### config.mk
export PLATFORM = sky130hd
export DESIGN_NAME = pcs_clock_ctrl
export DESIGN_NICKNAME = d
export VERILOG_FILES = /design/src/rtl/pcs_clock_ctrl.v
export VERILOG_INCLUDE_DIRS = /design/src /design/src/rtl
export SDC_FILE = /design/constraint.sdc
export NUM_CORES = 1
export LEC_CHECK = 0
export BUFFER_PORTS_ARGS = -buffer_cell sky130_fd_sc_hd__buf_2
export CORE_ASPECT_RATIO = 1.4
export CORE_UTILIZATION = 45
export CTS_CLUSTER_DIAMETER = 200
export CTS_CLUSTER_SIZE = 25
export DETAILED_ROUTE_END_ITERATION = 6
export GPL_ROUTABILITY_DRIVEN = 0
export PLACE_DENSITY = 0.79
export SYNTH_ARGS = -nofsm -noshare
export SYNTH_HDL_FRONTEND = slang
export SYNTH_SLANG_ARGS = --single-unit
### constraint.sdc
create_clock -name clk_sys -period 1.4 [get_ports clk_sys]
set_input_delay 0.42 -clock clk_sys [delete_from_list [all_inputs] [get_ports clk_sys]]
set_output_delay 0.42 -clock clk_sys [all_outputs]
set_load 0.03 [all_outputs]
### src/rtl/pcs_defs.vh
`ifndef PCS_DEFS_VH
`define PCS_DEFS_VH

////////////////////////////////////////////////////////////////////////////////
// Register byte offsets on the Avalon-MM slave
`define PCS_OFS_CONTROL 4'h0
`define PCS_OFS_BANDWIDTH 4'h4
`define PCS_OFS_PROGRAMMING 4'h8

////////////////////////////////////////////////////////////////////////////////
// Control register field positions
`define PCS_CTL_IRQEN 7
`define PCS_CTL_FLAG 6
`define PCS_CTL_PLLEN 5
`define PCS_CTL_SRCSEL 4
`define PCS_CTL_UNUSED_VAL 4'hF

// Bandwidth register field positions
`define PCS_BW_AUTO 7
`define PCS_BW_LOCK 6
`define PCS_BW_ACQ 5
`define PCS_BW_XLD 4
`define PCS_BW_TEST_VAL 4'h0

// Programming register field positions
`define PCS_PRG_MULT_HI 7
`define PCS_PRG_MULT_LO 4
`define PCS_PRG_RANGE_HI 3
`define PCS_PRG_RANGE_LO 0

////////////////////////////////////////////////////////////////////////////////
// Reset values and zero/one field constants
`define PCS_MULT_RESET 4'h6
`define PCS_RANGE_RESET 4'h6
`define PCS_PLLEN_RESET 1'b1
`define PCS_MULT_ZERO 4'h0
`define PCS_MULT_ONE 4'h1
`define PCS_RANGE_ZERO 4'h0

////////////////////////////////////////////////////////////////////////////////
// Timing: source edges waited on each side of a clock switch
`define PCS_SWITCH_EDGES 2'h3
// System clock period in ns
`define PCS_CLK_PERIOD_NS 40

`endif

### src/rtl/pcs_clock_ctrl.v
`timescale 1ns/1ps
`include "pcs_defs.vh"

module pcs_clock_ctrl (
   input wire clk_sys,
   input wire resetn,
   input wire [3:0] address,
   input wire read,
   input wire write,
   input wire [3:0] byteenable,
   input wire [31:0] writedata,
   output wire [31:0] readdata,
   output wire waitrequest,
   input wire crystalClockIn,
   input wire vcoClockIn,
   input wire lockDetectIn,
   input wire acqDetectIn,
   input wire oscillatorEnableIn,
   output wire crystalClockOut,
   output wire baseClockOut,
   output wire cpuInterruptOut,
   output wire pllEnableOut,
   output wire trackingModeOut,
   output wire [3:0] vcoMultiplierOut,
   output wire [3:0] vcoRangeOut
);

   // Transition circuit states
   localparam ST_RUN = 2'b00;
   localparam ST_WAIT_OLD = 2'b01;
   localparam ST_WAIT_NEW = 2'b10;
   // Pin index into the synchroniser bank
   localparam PIN_XTAL = 0;
   localparam PIN_VCO = 1;
   localparam PIN_LOCK = 2;
   localparam PIN_ACQ = 3;

   ////////////////////////////////////////////////////////////////////////////
   // Address match, shared by read mux and write decode
   function regHit;
      input [3:0] addr;
      input [3:0] offset;
      begin
         regHit = (addr == offset);
      end
   endfunction

   ////////////////////////////////////////////////////////////////////////////
   // Pin synchronisers; a level counts once stages two and three agree.
   // Source clocks are sampled, so they must stay well below a quarter of clk_sys.
   wire [3:0] pinIn;
   wire [3:0] pinStable;
   wire [3:0] pinRise;
   assign pinIn = {acqDetectIn, lockDetectIn, vcoClockIn, crystalClockIn};

   genvar gi;
   generate
      for (gi = 0; gi < 4; gi = gi + 1) begin : gSync
         reg s1Q;
         reg s2Q;
         reg s3Q;
         reg stableQ;
         reg prevQ;
         // Stage one feeds only stage two
         always @(posedge clk_sys or negedge resetn) begin
            if (!resetn) begin
               s1Q <= 1'b0;
               s2Q <= 1'b0;
               s3Q <= 1'b0;
               stableQ <= 1'b0;
               prevQ <= 1'b0;
            end else begin
               s1Q <= pinIn[gi];
               s2Q <= s1Q;
               s3Q <= s2Q;
               if (s2Q == s3Q) begin
                  stableQ <= s3Q;
               end
               prevQ <= stableQ;
            end
         end
         assign pinStable[gi] = stableQ;
         assign pinRise[gi] = stableQ & ~prevQ;
      end
   endgenerate

   ////////////////////////////////////////////////////////////////////////////
   // Avalon-MM slave: one wait cycle, then the access completes
   reg waitQ;
   reg [31:0] readDataQ;
   wire rdAccept;
   wire wrAccept;
   wire hitCtl;
   wire hitBw;
   wire hitPrg;
   wire wrCtl;
   wire wrBw;
   wire wrPrg;
   assign rdAccept = read & ~waitQ;
   assign wrAccept = write & ~waitQ & byteenable[0];
   assign hitCtl = regHit(address, `PCS_OFS_CONTROL);
   assign hitBw = regHit(address, `PCS_OFS_BANDWIDTH);
   assign hitPrg = regHit(address, `PCS_OFS_PROGRAMMING);
   assign wrCtl = wrAccept & hitCtl;
   assign wrBw = wrAccept & hitBw;
   assign wrPrg = wrAccept & hitPrg;

   ////////////////////////////////////////////////////////////////////////////
   // Register state
   reg irqEnQ;
   reg flagQ;
   reg pllEnQ;
   reg srcSelQ;
   reg autoQ;
   reg lockQ;
   reg manualAcqQ;
   reg xldQ;
   reg [3:0] multQ;
   reg [3:0] rangeQ;
   reg activeVcoQ;
   wire stopping;
   wire rangeZero;
   wire acqView;
   wire lockToggle;
   assign stopping = ~oscillatorEnableIn;
   assign rangeZero = (rangeQ == `PCS_RANGE_ZERO);
   assign acqView = autoQ ? pinStable[PIN_ACQ] : manualAcqQ;
   assign lockToggle = autoQ & (pinStable[PIN_LOCK] != lockQ);
   // Read mux, sampled in the wait cycle
   reg [7:0] rdByte;
   always @* begin
      rdByte = 8'h00;
      if (hitCtl) begin
         rdByte[`PCS_CTL_IRQEN] = irqEnQ & autoQ;
         rdByte[`PCS_CTL_FLAG] = flagQ & autoQ;
         rdByte[`PCS_CTL_PLLEN] = pllEnQ;
         rdByte[`PCS_CTL_SRCSEL] = srcSelQ;
         rdByte[3:0] = `PCS_CTL_UNUSED_VAL;
      end else if (hitBw) begin
         rdByte[`PCS_BW_AUTO] = autoQ;
         rdByte[`PCS_BW_LOCK] = lockQ;
         rdByte[`PCS_BW_ACQ] = acqView;
         rdByte[`PCS_BW_XLD] = xldQ & srcSelQ;
         rdByte[3:0] = `PCS_BW_TEST_VAL;
      end else if (hitPrg) begin
         rdByte[`PCS_PRG_MULT_HI:`PCS_PRG_MULT_LO] = multQ;
         rdByte[`PCS_PRG_RANGE_HI:`PCS_PRG_RANGE_LO] = rangeQ;
      end
   end
   // Handshake; unmapped addresses read zero and ignore writes
   always @(posedge clk_sys or negedge resetn) begin
      if (!resetn) begin
         waitQ <= 1'b1;
         readDataQ <= 32'h00000000;
      end else if ((read || write) && waitQ) begin
         waitQ <= 1'b0;
         readDataQ <= {24'h000000, rdByte};
      end else begin
         waitQ <= 1'b1;
      end
   end

   ////////////////////////////////////////////////////////////////////////////
   // Control register: interlocks use the pre-write values, so one write can neither enable and select nor deselect and disable
   always @(posedge clk_sys or negedge resetn) begin
      if (!resetn) begin
         irqEnQ <= 1'b0;
         pllEnQ <= `PCS_PLLEN_RESET;
         srcSelQ <= 1'b0;
      end else begin
         if (wrCtl && autoQ) begin
            irqEnQ <= writedata[`PCS_CTL_IRQEN];
         end
         if (wrCtl) begin
            if (writedata[`PCS_CTL_PLLEN] || !srcSelQ) begin
               pllEnQ <= writedata[`PCS_CTL_PLLEN];
            end
         end
         if (stopping || rangeZero) begin
            srcSelQ <= 1'b0;
         end else if (wrCtl) begin
            if (!writedata[`PCS_CTL_SRCSEL] || pllEnQ) begin
               srcSelQ <= writedata[`PCS_CTL_SRCSEL];
            end
         end
      end
   end
   // Lock change flag: a toggle in the clearing cycle wins; only a flag the read returned is cleared
   always @(posedge clk_sys or negedge resetn) begin
      if (!resetn) begin
         flagQ <= 1'b0;
      end else if (!autoQ) begin
         flagQ <= 1'b0;
      end else if (lockToggle) begin
         flagQ <= 1'b1;
      end else if (rdAccept && hitCtl && readDataQ[`PCS_CTL_FLAG]) begin
         flagQ <= 1'b0;
      end
   end

   ////////////////////////////////////////////////////////////////////////////
   // Bandwidth register
   always @(posedge clk_sys or negedge resetn) begin
      if (!resetn) begin
         autoQ <= 1'b0;
         lockQ <= 1'b0;
         manualAcqQ <= 1'b0;
      end else begin
         if (wrBw) begin
            autoQ <= writedata[`PCS_BW_AUTO];
         end
         // Lock follows the detector only in automatic mode
         lockQ <= autoQ & pinStable[PIN_LOCK];
         // Held while automatic, so manual mode gets it back
         if (wrBw && !autoQ) begin
            manualAcqQ <= writedata[`PCS_BW_ACQ];
         end
      end
   end

   // Crystal loss: armed by writing one while the VCO drives the output, cleared by the next crystal edge.
   // A live crystal clears it well inside the N times four cycle wait that software observes.
   always @(posedge clk_sys or negedge resetn) begin
      if (!resetn) begin
         xldQ <= 1'b0;
      end else if (!activeVcoQ) begin
         xldQ <= 1'b0;
      end else if (wrBw) begin
         xldQ <= writedata[`PCS_BW_XLD];
      end else if (pinRise[PIN_XTAL]) begin
         xldQ <= 1'b0;
      end
   end

   ////////////////////////////////////////////////////////////////////////////
   // Programming register, frozen while the loop is enabled
   always @(posedge clk_sys or negedge resetn) begin
      if (!resetn) begin
         multQ <= `PCS_MULT_RESET;
         rangeQ <= `PCS_RANGE_RESET;
      end else if (wrPrg && !pllEnQ) begin
         multQ <= writedata[`PCS_PRG_MULT_HI:`PCS_PRG_MULT_LO];
         rangeQ <= writedata[`PCS_PRG_RANGE_HI:`PCS_PRG_RANGE_LO];
      end
   end

   ////////////////////////////////////////////////////////////////////////////
   // Transition circuit: count old-source edges, then new-source edges
   reg [1:0] stateQ;
   reg [1:0] stateD;
   reg [1:0] edgeCntQ;
   reg [1:0] edgeCntD;
   reg activeVcoD;
   wire oldRise;
   wire newRise;
   assign oldRise = activeVcoQ ? pinRise[PIN_VCO] : pinRise[PIN_XTAL];
   assign newRise = activeVcoQ ? pinRise[PIN_XTAL] : pinRise[PIN_VCO];
   always @* begin
      stateD = stateQ;
      edgeCntD = edgeCntQ;
      activeVcoD = activeVcoQ;
      case (stateQ)
         ST_RUN: begin
            if (srcSelQ != activeVcoQ) begin
               stateD = ST_WAIT_OLD;
               edgeCntD = 2'h0;
            end
         end
         ST_WAIT_OLD: begin
            if (oldRise) begin
               if (edgeCntQ == `PCS_SWITCH_EDGES - 2'h1) begin
                  stateD = ST_WAIT_NEW;
                  edgeCntD = 2'h0;
               end else begin
                  edgeCntD = edgeCntQ + 2'h1;
               end
            end
         end
         ST_WAIT_NEW: begin
            if (newRise) begin
               if (edgeCntQ == `PCS_SWITCH_EDGES - 2'h1) begin
                  stateD = ST_RUN;
                  activeVcoD = srcSelQ;
               end else begin
                  edgeCntD = edgeCntQ + 2'h1;
               end
            end
         end
         default: begin
            stateD = ST_RUN;
            edgeCntD = 2'h0;
         end
      endcase
   end
   // Stop drops straight back to the crystal, nothing to hand over
   always @(posedge clk_sys or negedge resetn) begin
      if (!resetn) begin
         stateQ <= ST_RUN;
         edgeCntQ <= 2'h0;
         activeVcoQ <= 1'b0;
      end else if (stopping) begin
         stateQ <= ST_RUN;
         edgeCntQ <= 2'h0;
         activeVcoQ <= 1'b0;
      end else begin
         stateQ <= stateD;
         edgeCntQ <= edgeCntD;
         activeVcoQ <= activeVcoD;
      end
   end

   ////////////////////////////////////////////////////////////////////////////
   // Registered outputs
   reg baseClockQ;
   reg crystalClockQ;
   reg irqQ;
   reg pllEnOutQ;
   reg trackingQ;
   reg [3:0] multOutQ;
   reg [3:0] rangeOutQ;

   // Base clock toggles once per source edge; frozen from the select change, not one edge later
   always @(posedge clk_sys or negedge resetn) begin
      if (!resetn) begin
         baseClockQ <= 1'b0;
      end else if (stopping) begin
         baseClockQ <= 1'b0;
      end else if (stateQ == ST_RUN && srcSelQ == activeVcoQ && oldRise) begin
         baseClockQ <= ~baseClockQ;
      end
   end

   // Crystal clock, interrupt and loop control outputs; the divider never sees zero
   always @(posedge clk_sys or negedge resetn) begin
      if (!resetn) begin
         crystalClockQ <= 1'b0;
         irqQ <= 1'b0;
         pllEnOutQ <= 1'b0;
         trackingQ <= 1'b0;
         multOutQ <= `PCS_MULT_RESET;
         rangeOutQ <= `PCS_RANGE_RESET;
      end else begin
         crystalClockQ <= oscillatorEnableIn & pinStable[PIN_XTAL];
         irqQ <= oscillatorEnableIn & autoQ & irqEnQ & flagQ;
         pllEnOutQ <= oscillatorEnableIn & pllEnQ & ~rangeZero;
         trackingQ <= acqView;
         if (multQ == `PCS_MULT_ZERO) begin
            multOutQ <= `PCS_MULT_ONE;
         end else begin
            multOutQ <= multQ;
         end
         rangeOutQ <= rangeQ;
      end
   end

   assign readdata = readDataQ;
   assign waitrequest = waitQ;
   assign crystalClockOut = crystalClockQ;
   assign baseClockOut = baseClockQ;
   assign cpuInterruptOut = irqQ;
   assign pllEnableOut = pllEnOutQ;
   assign trackingModeOut = trackingQ;
   assign vcoMultiplierOut = multOutQ;
   assign vcoRangeOut = rangeOutQ;
endmodule // pcs_clock_ctrl

==> Yosys cells after proc, flatten, opt, wreduce, memory -nomap -nowiden <==
Index checks and enable logic that the tools add are counted.
{ "word_totals": {"register_bits": 61, "input_bits": 49, "out_inout_bits": 46, "elab_cells": 154} }
{ "classes": {"n_addsub": 1, "eq_ne": 24, "muxes": 37, "bitwise_logic": 25, "n_reduce_logical": 27} }
{ "ops": {"columns": ["op", "n"], "rows": [
  ["2-bit 2-to-1 mux", 12],
  ["8-bit 2-to-1 mux", 3],
  ["3-bit != test (second input constant)", 7],
  ["1-bit AND", 19],
  ["1-bit 2-to-1 mux", 19],
  ["4-bit logical NOT", 3],
  ["2-bit case mux with 3 select lines", 2],
  ["1-bit logical AND", 8],
  ["2-bit by 1-bit != test with 1-bit output (second input constant)", 4],
  ["1-bit NOT", 6],
  ["1-bit == test", 5],
  ["5-bit AND reduction", 1],
  ["2-bit == test (second input constant)", 2],
  ["4-bit by 3-bit == test with 1-bit output (second input constant)", 1],
  ["4-bit == test (second input constant)", 1],
  ["1-bit logical NOT", 4],
  ["1-bit logical OR", 4],
  ["4-bit 2-to-1 mux", 1],
  ["2-bit AND reduction", 2],
  ["4-bit AND reduction", 1],
  ["2-bit nonzero test", 2],
  ["3-bit by 1-bit != test with 1-bit output (second input constant)", 1],
  ["3-bit AND reduction", 1],
  ["2-bit by 1-bit adder with 2-bit output (second input constant)", 1],
  ["other kinds (3)", 4]
]} }

==> Depth between registers and ports, before layout <==
Gate-level depths: netlist of the first run.
{ "logic_depth": {"word_depth": 7, "depth_mapped": 6, "depth_no_buf": 6} }

==> Worst setup path before layout of the first run <==
No wires, ideal clock.
{ "synth_timing": {"path_kind": "input port to flip-flop", "start": "in address[2]", "end": "reg irqEnQ", "setup_time_ps": 127, "t_arrival_ps": 1443, "t_required_ps": 1273, "slack_ps": -170, "path_stages": 5, "n_path_buf": 1, "path_cell_list": "buf_2 > nor4_4 > and2_1 > nand2_1 > mux2_1"} }
{ "synth_via": {"elab_chain_cells": 3} }
{ "synth_lines": {"columns": ["item", "line", "rtl"], "rows": [
  ["from (decl)", "pcs_clock_ctrl.v:7", "input wire [3:0] address,"],
  ["4-bit logical NOT", "pcs_clock_ctrl.v:44", "regHit = (addr == offset);"],
  ["1-bit AND", "pcs_clock_ctrl.v:104", "assign wrCtl = wrAccept & hitCtl;"],
  ["1-bit logical AND", "pcs_clock_ctrl.v:171", "if (wrCtl && autoQ) begin"],
  ["to (signal assigned)", "pcs_clock_ctrl.v:172", "irqEnQ <= writedata[`PCS_CTL_IRQEN];"],
  ["to (decl)", "pcs_clock_ctrl.v:110", "reg irqEnQ;"]
]} }
Every way passes these cells.
A chain may end at the register's enable or synchronous reset.

==> Final worst setup path of the first run <==
{ "layout_timing": {"start": "reg waitQ (netlist: waitrequest)", "end": "out waitrequest"} }
{ "layout_lines": {"columns": ["item", "line", "rtl"], "rows": [
  ["from (decl)", "pcs_clock_ctrl.v:89", "reg waitQ;"],
  ["from (signal assigned)", "pcs_clock_ctrl.v:153", "waitQ <= 1'b1;"],
  ["from (signal assigned)", "pcs_clock_ctrl.v:156", "waitQ <= 1'b0;"],
  ["from (signal assigned)", "pcs_clock_ctrl.v:159", "waitQ <= 1'b1;"],
  ["to (decl)", "pcs_clock_ctrl.v:13", "output wire waitrequest,"]
]} }
No word-level cell between the ends.

==> impl_results.md, run 1 <==
- Outcome: finished with violations
- Failing checks: negative setup slack
- Final layout net count: 350
- Max Clock Freq: ~0.66 GHz
- Total of hold buffers inserted after clock tree synthesis: 0
- Total met2 wirelength after detailed routing: approximately 2600 um
- Worst slew pin tran: between 400 and 500 ps
- Number of standard cells in the final layout excluding fillers: between 300 and 400
- 1st-iter DRT viols: 65
- Residual DRC count: 0
- # IOs: 95
- Part of the Yosys area used for sequential elements: between 50% and 60%
- Number of warnings reported in the yosys synthesis log: 0
- Startpoint types: flip-flop
- EDFF count, synth: 0
- Routed wirelength normalized by instance count: 13.8 um
- Placement Cell Area: roughly 3100 um2
- Final hold violation count: 0
- Detailed-routing wirelength on met1: about 2100 um
- Cells after Synth: between 200 and 250
- Unique cell type count in the Yosys netlist: between 40 and 50
- Final critical delay including setup and external delays: around 1500 ps
- Most used flip-flop cell after synthesis: sky130_fd_sc_hd__dfrtp_1
- Cell row count: 33
- Cell at the root of the clock tree: sky130_fd_sc_hd__clkbuf_8
- Number of cells traversed by the worst register-to-register path: 4
- Clock-pin slew on the worst setup and hold paths: around 60 ps
- Total instance count after detailed placement: 353
- Total number of vias: 1846
- Area of the die: approximately 6400 um2
- Worst setup path category: flip-flop to output port
- Path type of the worst min-delay path: primary input to async pin
- Area added between synthesis and finish: 25.9%
- Cells along the critical path: buf_6 -> buf_6
- Number of nets with antenna violations after routing: 0
- HPWL Detailed: ~3800 um
- Largest fanout of any net on the critical path: 3
- Floorplan die width: between 60 and 70 um
- Count of antenna diodes in the layout: 0
- Number of buffers created by CTS: 9
- Area of the mapped netlist: between 2000 and 3000 um2
- Number of max-slew violations in the final report: 0
- Fraction of the cycle the final worst path needs: 108%
- Endpoint required time on the critical path: around 1000 ps
- Uppermost metal layer occupied by signal nets: met4
- First-pass GRT wire length: roughly 8500 um
- Area share of the largest cell type after synthesis: roughly 47%
- TritonCTS clock tree: done
- Core footprint: between 5000 and 6000 um2
- Gr ovfl total: 0
- Pin count of the biggest net entering global routing: 24
- GRT Resource Usage Total: between 10% and 20%
- Critical Path Sink Type: output port
- Router iterations before antenna repair: 5
- Count of fill cells added during filler insertion: 486
- Later-pin clock latency in the skew report: 340 ps
- Post-Syn Area per Cell: ~12 um2
- Maximum clock skew at final layout: roughly 8.1 ps
- Average vias per placed instance: between 5 and 6
- Die span in y: approximately 94 um
- Number of antenna violations at the first check in global routing: 0
- Max capacitance violation total: 0
- Total detailed-routing wirelength: 5100 um
- RSZ-0062 raised after global routing: yes
- Arrival time at the worst endpoint: ~1100 ps
- Leading post-synthesis cells by cell area: sky130_fd_sc_hd__dfrtp_1, sky130_fd_sc_hd__dfstp_2, sky130_fd_sc_hd__buf_4, sky130_fd_sc_hd__mux2_1, sky130_fd_sc_hd__ha_1
- VDD IR-drop max: around 0.00064 V
- Share of flip-flops with an asynchronous set or reset after synthesis: between 90% and 100%
- Number of flip-flops in the largest register: 8
- Share of final-layout standard cells stronger than drive strength 1: 40.5%
- Static leakage power: 1.67 nW
- Setup violation total in the final timing report: 15
- Max Root-Sink Buffers: 2
- Most common cell on crit path: sky130_fd_sc_hd__buf_6
- Final non-filler cell area: between 3000 and 4000 um2
- Via count of the first global-routing pass: 1865
- Length of routed met3 wiring: about 250 um
- Rel. slew slack: 66.6%
- Buffers on Ports: between 40 and 50
- Synth Register Bits: a little over 60
- Final WS setup: -106 ps
- Starting density of the core: 46.4%
- Total number of clock tree sinks: slightly above 60
- Setup repair bufs after CTS: 0
- H-tree levels: 3
- PD cells: ~1200 nW/um2
- Cell taking the most area after synthesis: sky130_fd_sc_hd__dfrtp_1
- Worst-path cell with the longest stage delay: sky130_fd_sc_hd__dfstp_2
- Largest stage delay on the critical path: roughly 540 ps
cells in the mapped netlist (all sizes together), types with 3 or more instances:
library cell,instances
ha,7
a21oi,7
a21boi,3
buf,27
maj3,4
mux2i,7
inv,8
nor2,5
clkbuf,7
dfrtp,51
o21ai,13
nand2b,3
a22o,3
nand2,21
dfstp,10
xnor2,3
mux2,12
and2,5
nand3,3
nor3,4
power by group:
group	switching (mW)	internal [mW]
combinational	0.445	0.287
sequential	0.0962	1.94
clock	0.640	0.865
total	1.18	3.10
layout by cell type (no fill, tap or decap), types with 2 or more instances in the layout:
master                     count
sky130_fd_sc_hd__dfstp_2      10
sky130_fd_sc_hd__nor2b_1       2
sky130_fd_sc_hd__nor2_1        5
sky130_fd_sc_hd__a22o_1        3
sky130_fd_sc_hd__mux2_4       10
sky130_fd_sc_hd__a21boi_1      2
sky130_fd_sc_hd__nand4_1       2
sky130_fd_sc_hd__inv_1         7
sky130_fd_sc_hd__o21ai_1       6
sky130_fd_sc_hd__nand2_1      20
sky130_fd_sc_hd__maj3_1        4
sky130_fd_sc_hd__buf_12        3
sky130_fd_sc_hd__and2_1        4
sky130_fd_sc_hd__nand3b_1      2
sky130_fd_sc_hd__buf_4        18
sky130_fd_sc_hd__buf_2        38
sky130_fd_sc_hd__ha_1          5
sky130_fd_sc_hd__clkbuf_8     10
sky130_fd_sc_hd__mux2_2        2
sky130_fd_sc_hd__a21oi_1       6
sky130_fd_sc_hd__nor3_1        2
sky130_fd_sc_hd__nor4_4        2
sky130_fd_sc_hd__clkbuf_1      2
sky130_fd_sc_hd__clkinv_2      2
sky130_fd_sc_hd__mux2i_1       7
sky130_fd_sc_hd__nand2b_1      3
sky130_fd_sc_hd__conb_1       24
sky130_fd_sc_hd__xnor2_1       3
sky130_fd_sc_hd__buf_6         8
sky130_fd_sc_hd__o21ai_0       6
sky130_fd_sc_hd__nor3_2        2
sky130_fd_sc_hd__nand3_1       2
sky130_fd_sc_hd__dfrtp_1      51
sky130_fd_sc_hd__o31ai_1       2
cell type report:
class                   instances  area (um2)  area share, %
repair buffers                 67         475           13.9
clock buffers                  12         145           4.23
multi-input cells             147        1100           32.2
clock inverters                 4        47.5           1.39
flip-flops and latches         61        1540           44.9
inverters                       8        30.0          0.876
well taps                      70        87.6           2.55
worst paths after layout:
path,endpoint,slack [ps],start
worst max-delay path,waitrequest,-110,waitrequest$_DFF_PN1_
worst min-delay path,gSync[3].s1Q$_DFF_PN0_,20,resetn
worst max register to register,multQ[0]$_DFFE_PN0P_,-90,waitrequest$_DFF_PN1_
worst min register to register,gSync[3].s2Q$_DFF_PN0_,350,gSync[3].s1Q$_DFF_PN0_
max in group asynchronous,pllEnQ$_DFFE_PN1P_,830,resetn
min in group clk_sys,gSync[3].s1Q$_DFF_PN0_,190,acqDetectIn
layer usage:
metal  GRT usage [%]  vias up
li1                -      863
met1            22.4      911
met2            29.0       61
met3            4.98       11
met4            11.2        0
met5               0        -
critical path: cells and delay by family (launching register included):
family                 cells  cell delay (ps)
DFF                        1              540
buffers and inverters      2              220
cell families (layout without fill, tap and decap cells):
| logic type | Yosys count | after routing | share of synthesized area, % |
|---|---|---|---|
| AO/OA/AOI/OAI | 34 | 34 | 8.32 |
| XOR/XNOR | 3 | 3 | 0.965 |
| adder cells (fa/ha/maj) | 11 | 11 | 4.69 |
| buffers and inverters | 42 | 91 | 9.47 |
| flip-flops | 61 | 61 | 56.5 |
| multiplexers | 19 | 19 | 7.54 |
| other | 1 | 24 | 0.138 |
| AND/OR/NAND/NOR | 56 | 56 | 12.4 |
what timing repair did:
item,CTS,global route
pin swaps,3,4
resized for setup,18,11
endpoints found under the setup margin,19,24
per-stage QoR:
stage | utilization (%) | setup TNS (ps) | setup slack [ps] | hold WS (ps) | total power [mW]
global route | 58.5 | -1850 | -166 | 32.3 | 4.48
finish | 58.5 | -808 | -106 | 23.0 | 4.28
floorplan | - | -1260 | -125 | 124 | 2.55
global placement | 53.4 | -2350 | -201 | 332 | 2.73
detailed placement | 53.4 | -2660 | -231 | 336 | 2.75
CTS | 57.7 | -839 | -120 | 18.7 | 4.33
Power figures use the tool's default switching activity.
==> inputs of run 2 (changes only) <==
--- a/config.mk
+++ b/config.mk
@@ -6,14 +6,14 @@
 export SDC_FILE = /design/constraint.sdc
 export NUM_CORES = 1
 export LEC_CHECK = 0
-export BUFFER_PORTS_ARGS = -buffer_cell sky130_fd_sc_hd__buf_2
 export CORE_ASPECT_RATIO = 1.4
 export CORE_UTILIZATION = 45
 export CTS_CLUSTER_DIAMETER = 200
 export CTS_CLUSTER_SIZE = 25
 export DETAILED_ROUTE_END_ITERATION = 6
+export DONT_BUFFER_PORTS = 1
 export GPL_ROUTABILITY_DRIVEN = 0
-export PLACE_DENSITY = 0.79
+export PLACE_DENSITY = 0.65
 export SYNTH_ARGS = -nofsm -noshare
 export SYNTH_HDL_FRONTEND = slang
 export SYNTH_SLANG_ARGS = --single-unit
==> impl_results.md, run 2 (same netlist as run 1, synthesis figures left out) <==
- Via count of the first global-routing pass: 1577
- Cell at the root of the clock tree: sky130_fd_sc_hd__clkbuf_8
- Setup violation total in the final timing report: 6
- Number of flip-flops in the largest register: 8
- Startpoint types: flip-flop
- Capture point of the worst reg-to-reg path: manualAcqQ$_DFFE_PN0P_
- 1st-iter DRT viols: 36
- Number of nets with antenna violations after routing: 0
- Clock-pin slew on the worst setup and hold paths: 70 ps
- Placement Cell Area: ~2800 um2
- Floorplan die width: around 68 um
- Residual DRC count: 0
- Total detailed-routing wirelength: roughly 4700 um
- Worst setup slack for register-to-register paths: -70 ps
- Max capacitance violation total: 0
- Most frequent standard cell in the layout excluding fill and tap cells: sky130_fd_sc_hd__dfrtp_1
- Die span in y: approximately 94 um
- Final hold violation count: about 60
- Core footprint: 5860 um2
- Total number of vias: around 1.6k
- Outcome: finished with violations
- Top library cells by usage in the layout, fill and taps aside: sky130_fd_sc_hd__dfrtp_1, sky130_fd_sc_hd__conb_1, sky130_fd_sc_hd__nand2_1
- Worst setup path startpoint: waitrequest$_DFF_PN1_
- Number of max-slew violations in the final report: 0
- VDD IR-drop max: 0.000771 V
- HPWL Detailed: approximately 3400 um
- Average vias per placed instance: ~5.1
- Area of the die: 6370 um2
- GRT Resource Usage Total: between 15 and 20%
- Final layout net count: around 300
- Later-pin clock latency in the skew report: 320 ps
- Largest fanout of any net on the critical path: 2
- Total number of clock tree sinks: 61
- Cell row count: 33
- Starting density of the core: 46.4%
- Number of antenna violations at the first check in global routing: 0
- Number of cells traversed by the worst register-to-register path: 4
- Post-Route Hold Slack: -213 ps
- First-pass GRT wire length: around 7600 um
- # IOs: 95
- Final non-filler cell area: roughly 3100 um2
- RSZ-0062 raised after global routing: yes
- Pin count of the biggest net entering global routing: 62
- Max Clock Freq: 0.668 GHz
- Arrival time at the worst endpoint: approximately 1100 ps
- Critical R2R Launch: waitrequest$_DFF_PN1_
- Count of antenna diodes in the layout: 0
- Gr ovfl total: 0
- Static leakage power: 1.42 nW
- Final critical delay including setup and external delays: 1500 ps
- Routed wirelength normalized by instance count: about 15 um
- Failing checks: negative hold slack, negative setup slack
- Area added between synthesis and finish: 14.5%
- Max Root-Sink Buffers: 2
- Buffers on Ports: 0
- Fraction of the cycle the final worst path needs: 107%
- Critical Path Sink Type: output port
- PD cells: ~1300 nW/um2
- Final WS setup: -96.0 ps
- Endpoint required time on the critical path: 980 ps
- TritonCTS clock tree: done
- Worst setup path category: flip-flop to output port
- Final-layout setup total negative slack: -314 ps
- Share of final-layout standard cells stronger than drive strength 1: 28.7%
- Router iterations before antenna repair: 4
- Number of buffers created by CTS: 9
- Path type of the worst min-delay path: primary input to async pin
- Maximum clock skew at final layout: between 7 and 8 ps
- H-tree levels: 3
run 2: cell types whose count changed in the layout (fill, tap and decap cells not counted), sizes merged:
cell,delta
buf,-48
run 2: worst max-delay path by stage:
stage	end	slack, ps	depth (start not counted)
2_1_floorplan	irqEnQ$_DFFE_PN0P_	-130	4
3_3_place_gp	manualAcqQ$_DFFE_PN0P_	-120	4
3_5_place_dp	manualAcqQ$_DFFE_PN0P_	-130	4
4_1_cts	waitrequest	-110	2
5_1_grt	xldQ$_DFFE_PN0P_	-140	5
6_report	waitrequest	-100	2
run 2: critical path, cell delays in order (launching register included):
cell and delay, ps:
sky130_fd_sc_hd__dfstp_2 540, sky130_fd_sc_hd__buf_6 100, sky130_fd_sc_hd__buf_6 120
run 2: metal layers:
metal / track usage, % / vias up / routed length (um)
li1: - / 770 / -
met1: 21.7 / 806 / 2020
met2: 24.1 / 50 / 2320
met3: 6.19 / 4 / 340
met4: 7.98 / 0 / 57
met5: 0 / - / 0
run 2: where the power goes:
part	switching (mW)	internal, mW	leakage, nW
registers	0.227	1.95	0.762
logic	0.229	0.190	0.562
clock network	0.629	0.866	0.0964
run 2: metrics by stage:
| step | std cells | hold slack, ps | util, % | worst slack, ps | total power, mW |
|---|---|---|---|---|---|
| global placement | 304 | 126 | 48.3 | -119 | 2.58 |
| floorplan | 250 | 124 | - | -125 | 2.55 |
| global route | 321 | -241 | 53.2 | -140 | 4.26 |
| CTS | 321 | -239 | 52.3 | -114 | 4.13 |
| detailed placement | 304 | 126 | 48.3 | -133 | 2.59 |
| finish | 321 | -213 | 53.2 | -96.0 | 4.09 |
run 2: cell type report:
type | instances | area [um2]
Fill cell | 526 | 2750
Sequential cell | 61 | 1540
Multi-Input combinational cell | 147 | 1110
Timing Repair Buffer | 19 | 161
Clock buffer | 12 | 145
Tap cell | 70 | 87.6
Clock inverter | 4 | 47.5
Inverter | 8 | 30.0
run 2: what timing repair did:
action / CTS / global route
setup endpoints to repair: 13 / 17
resized for setup: 11 / 10
hold endpoints to repair: 61 / 61
setup buffers: 1 / 0
pin swaps: 5 / 4
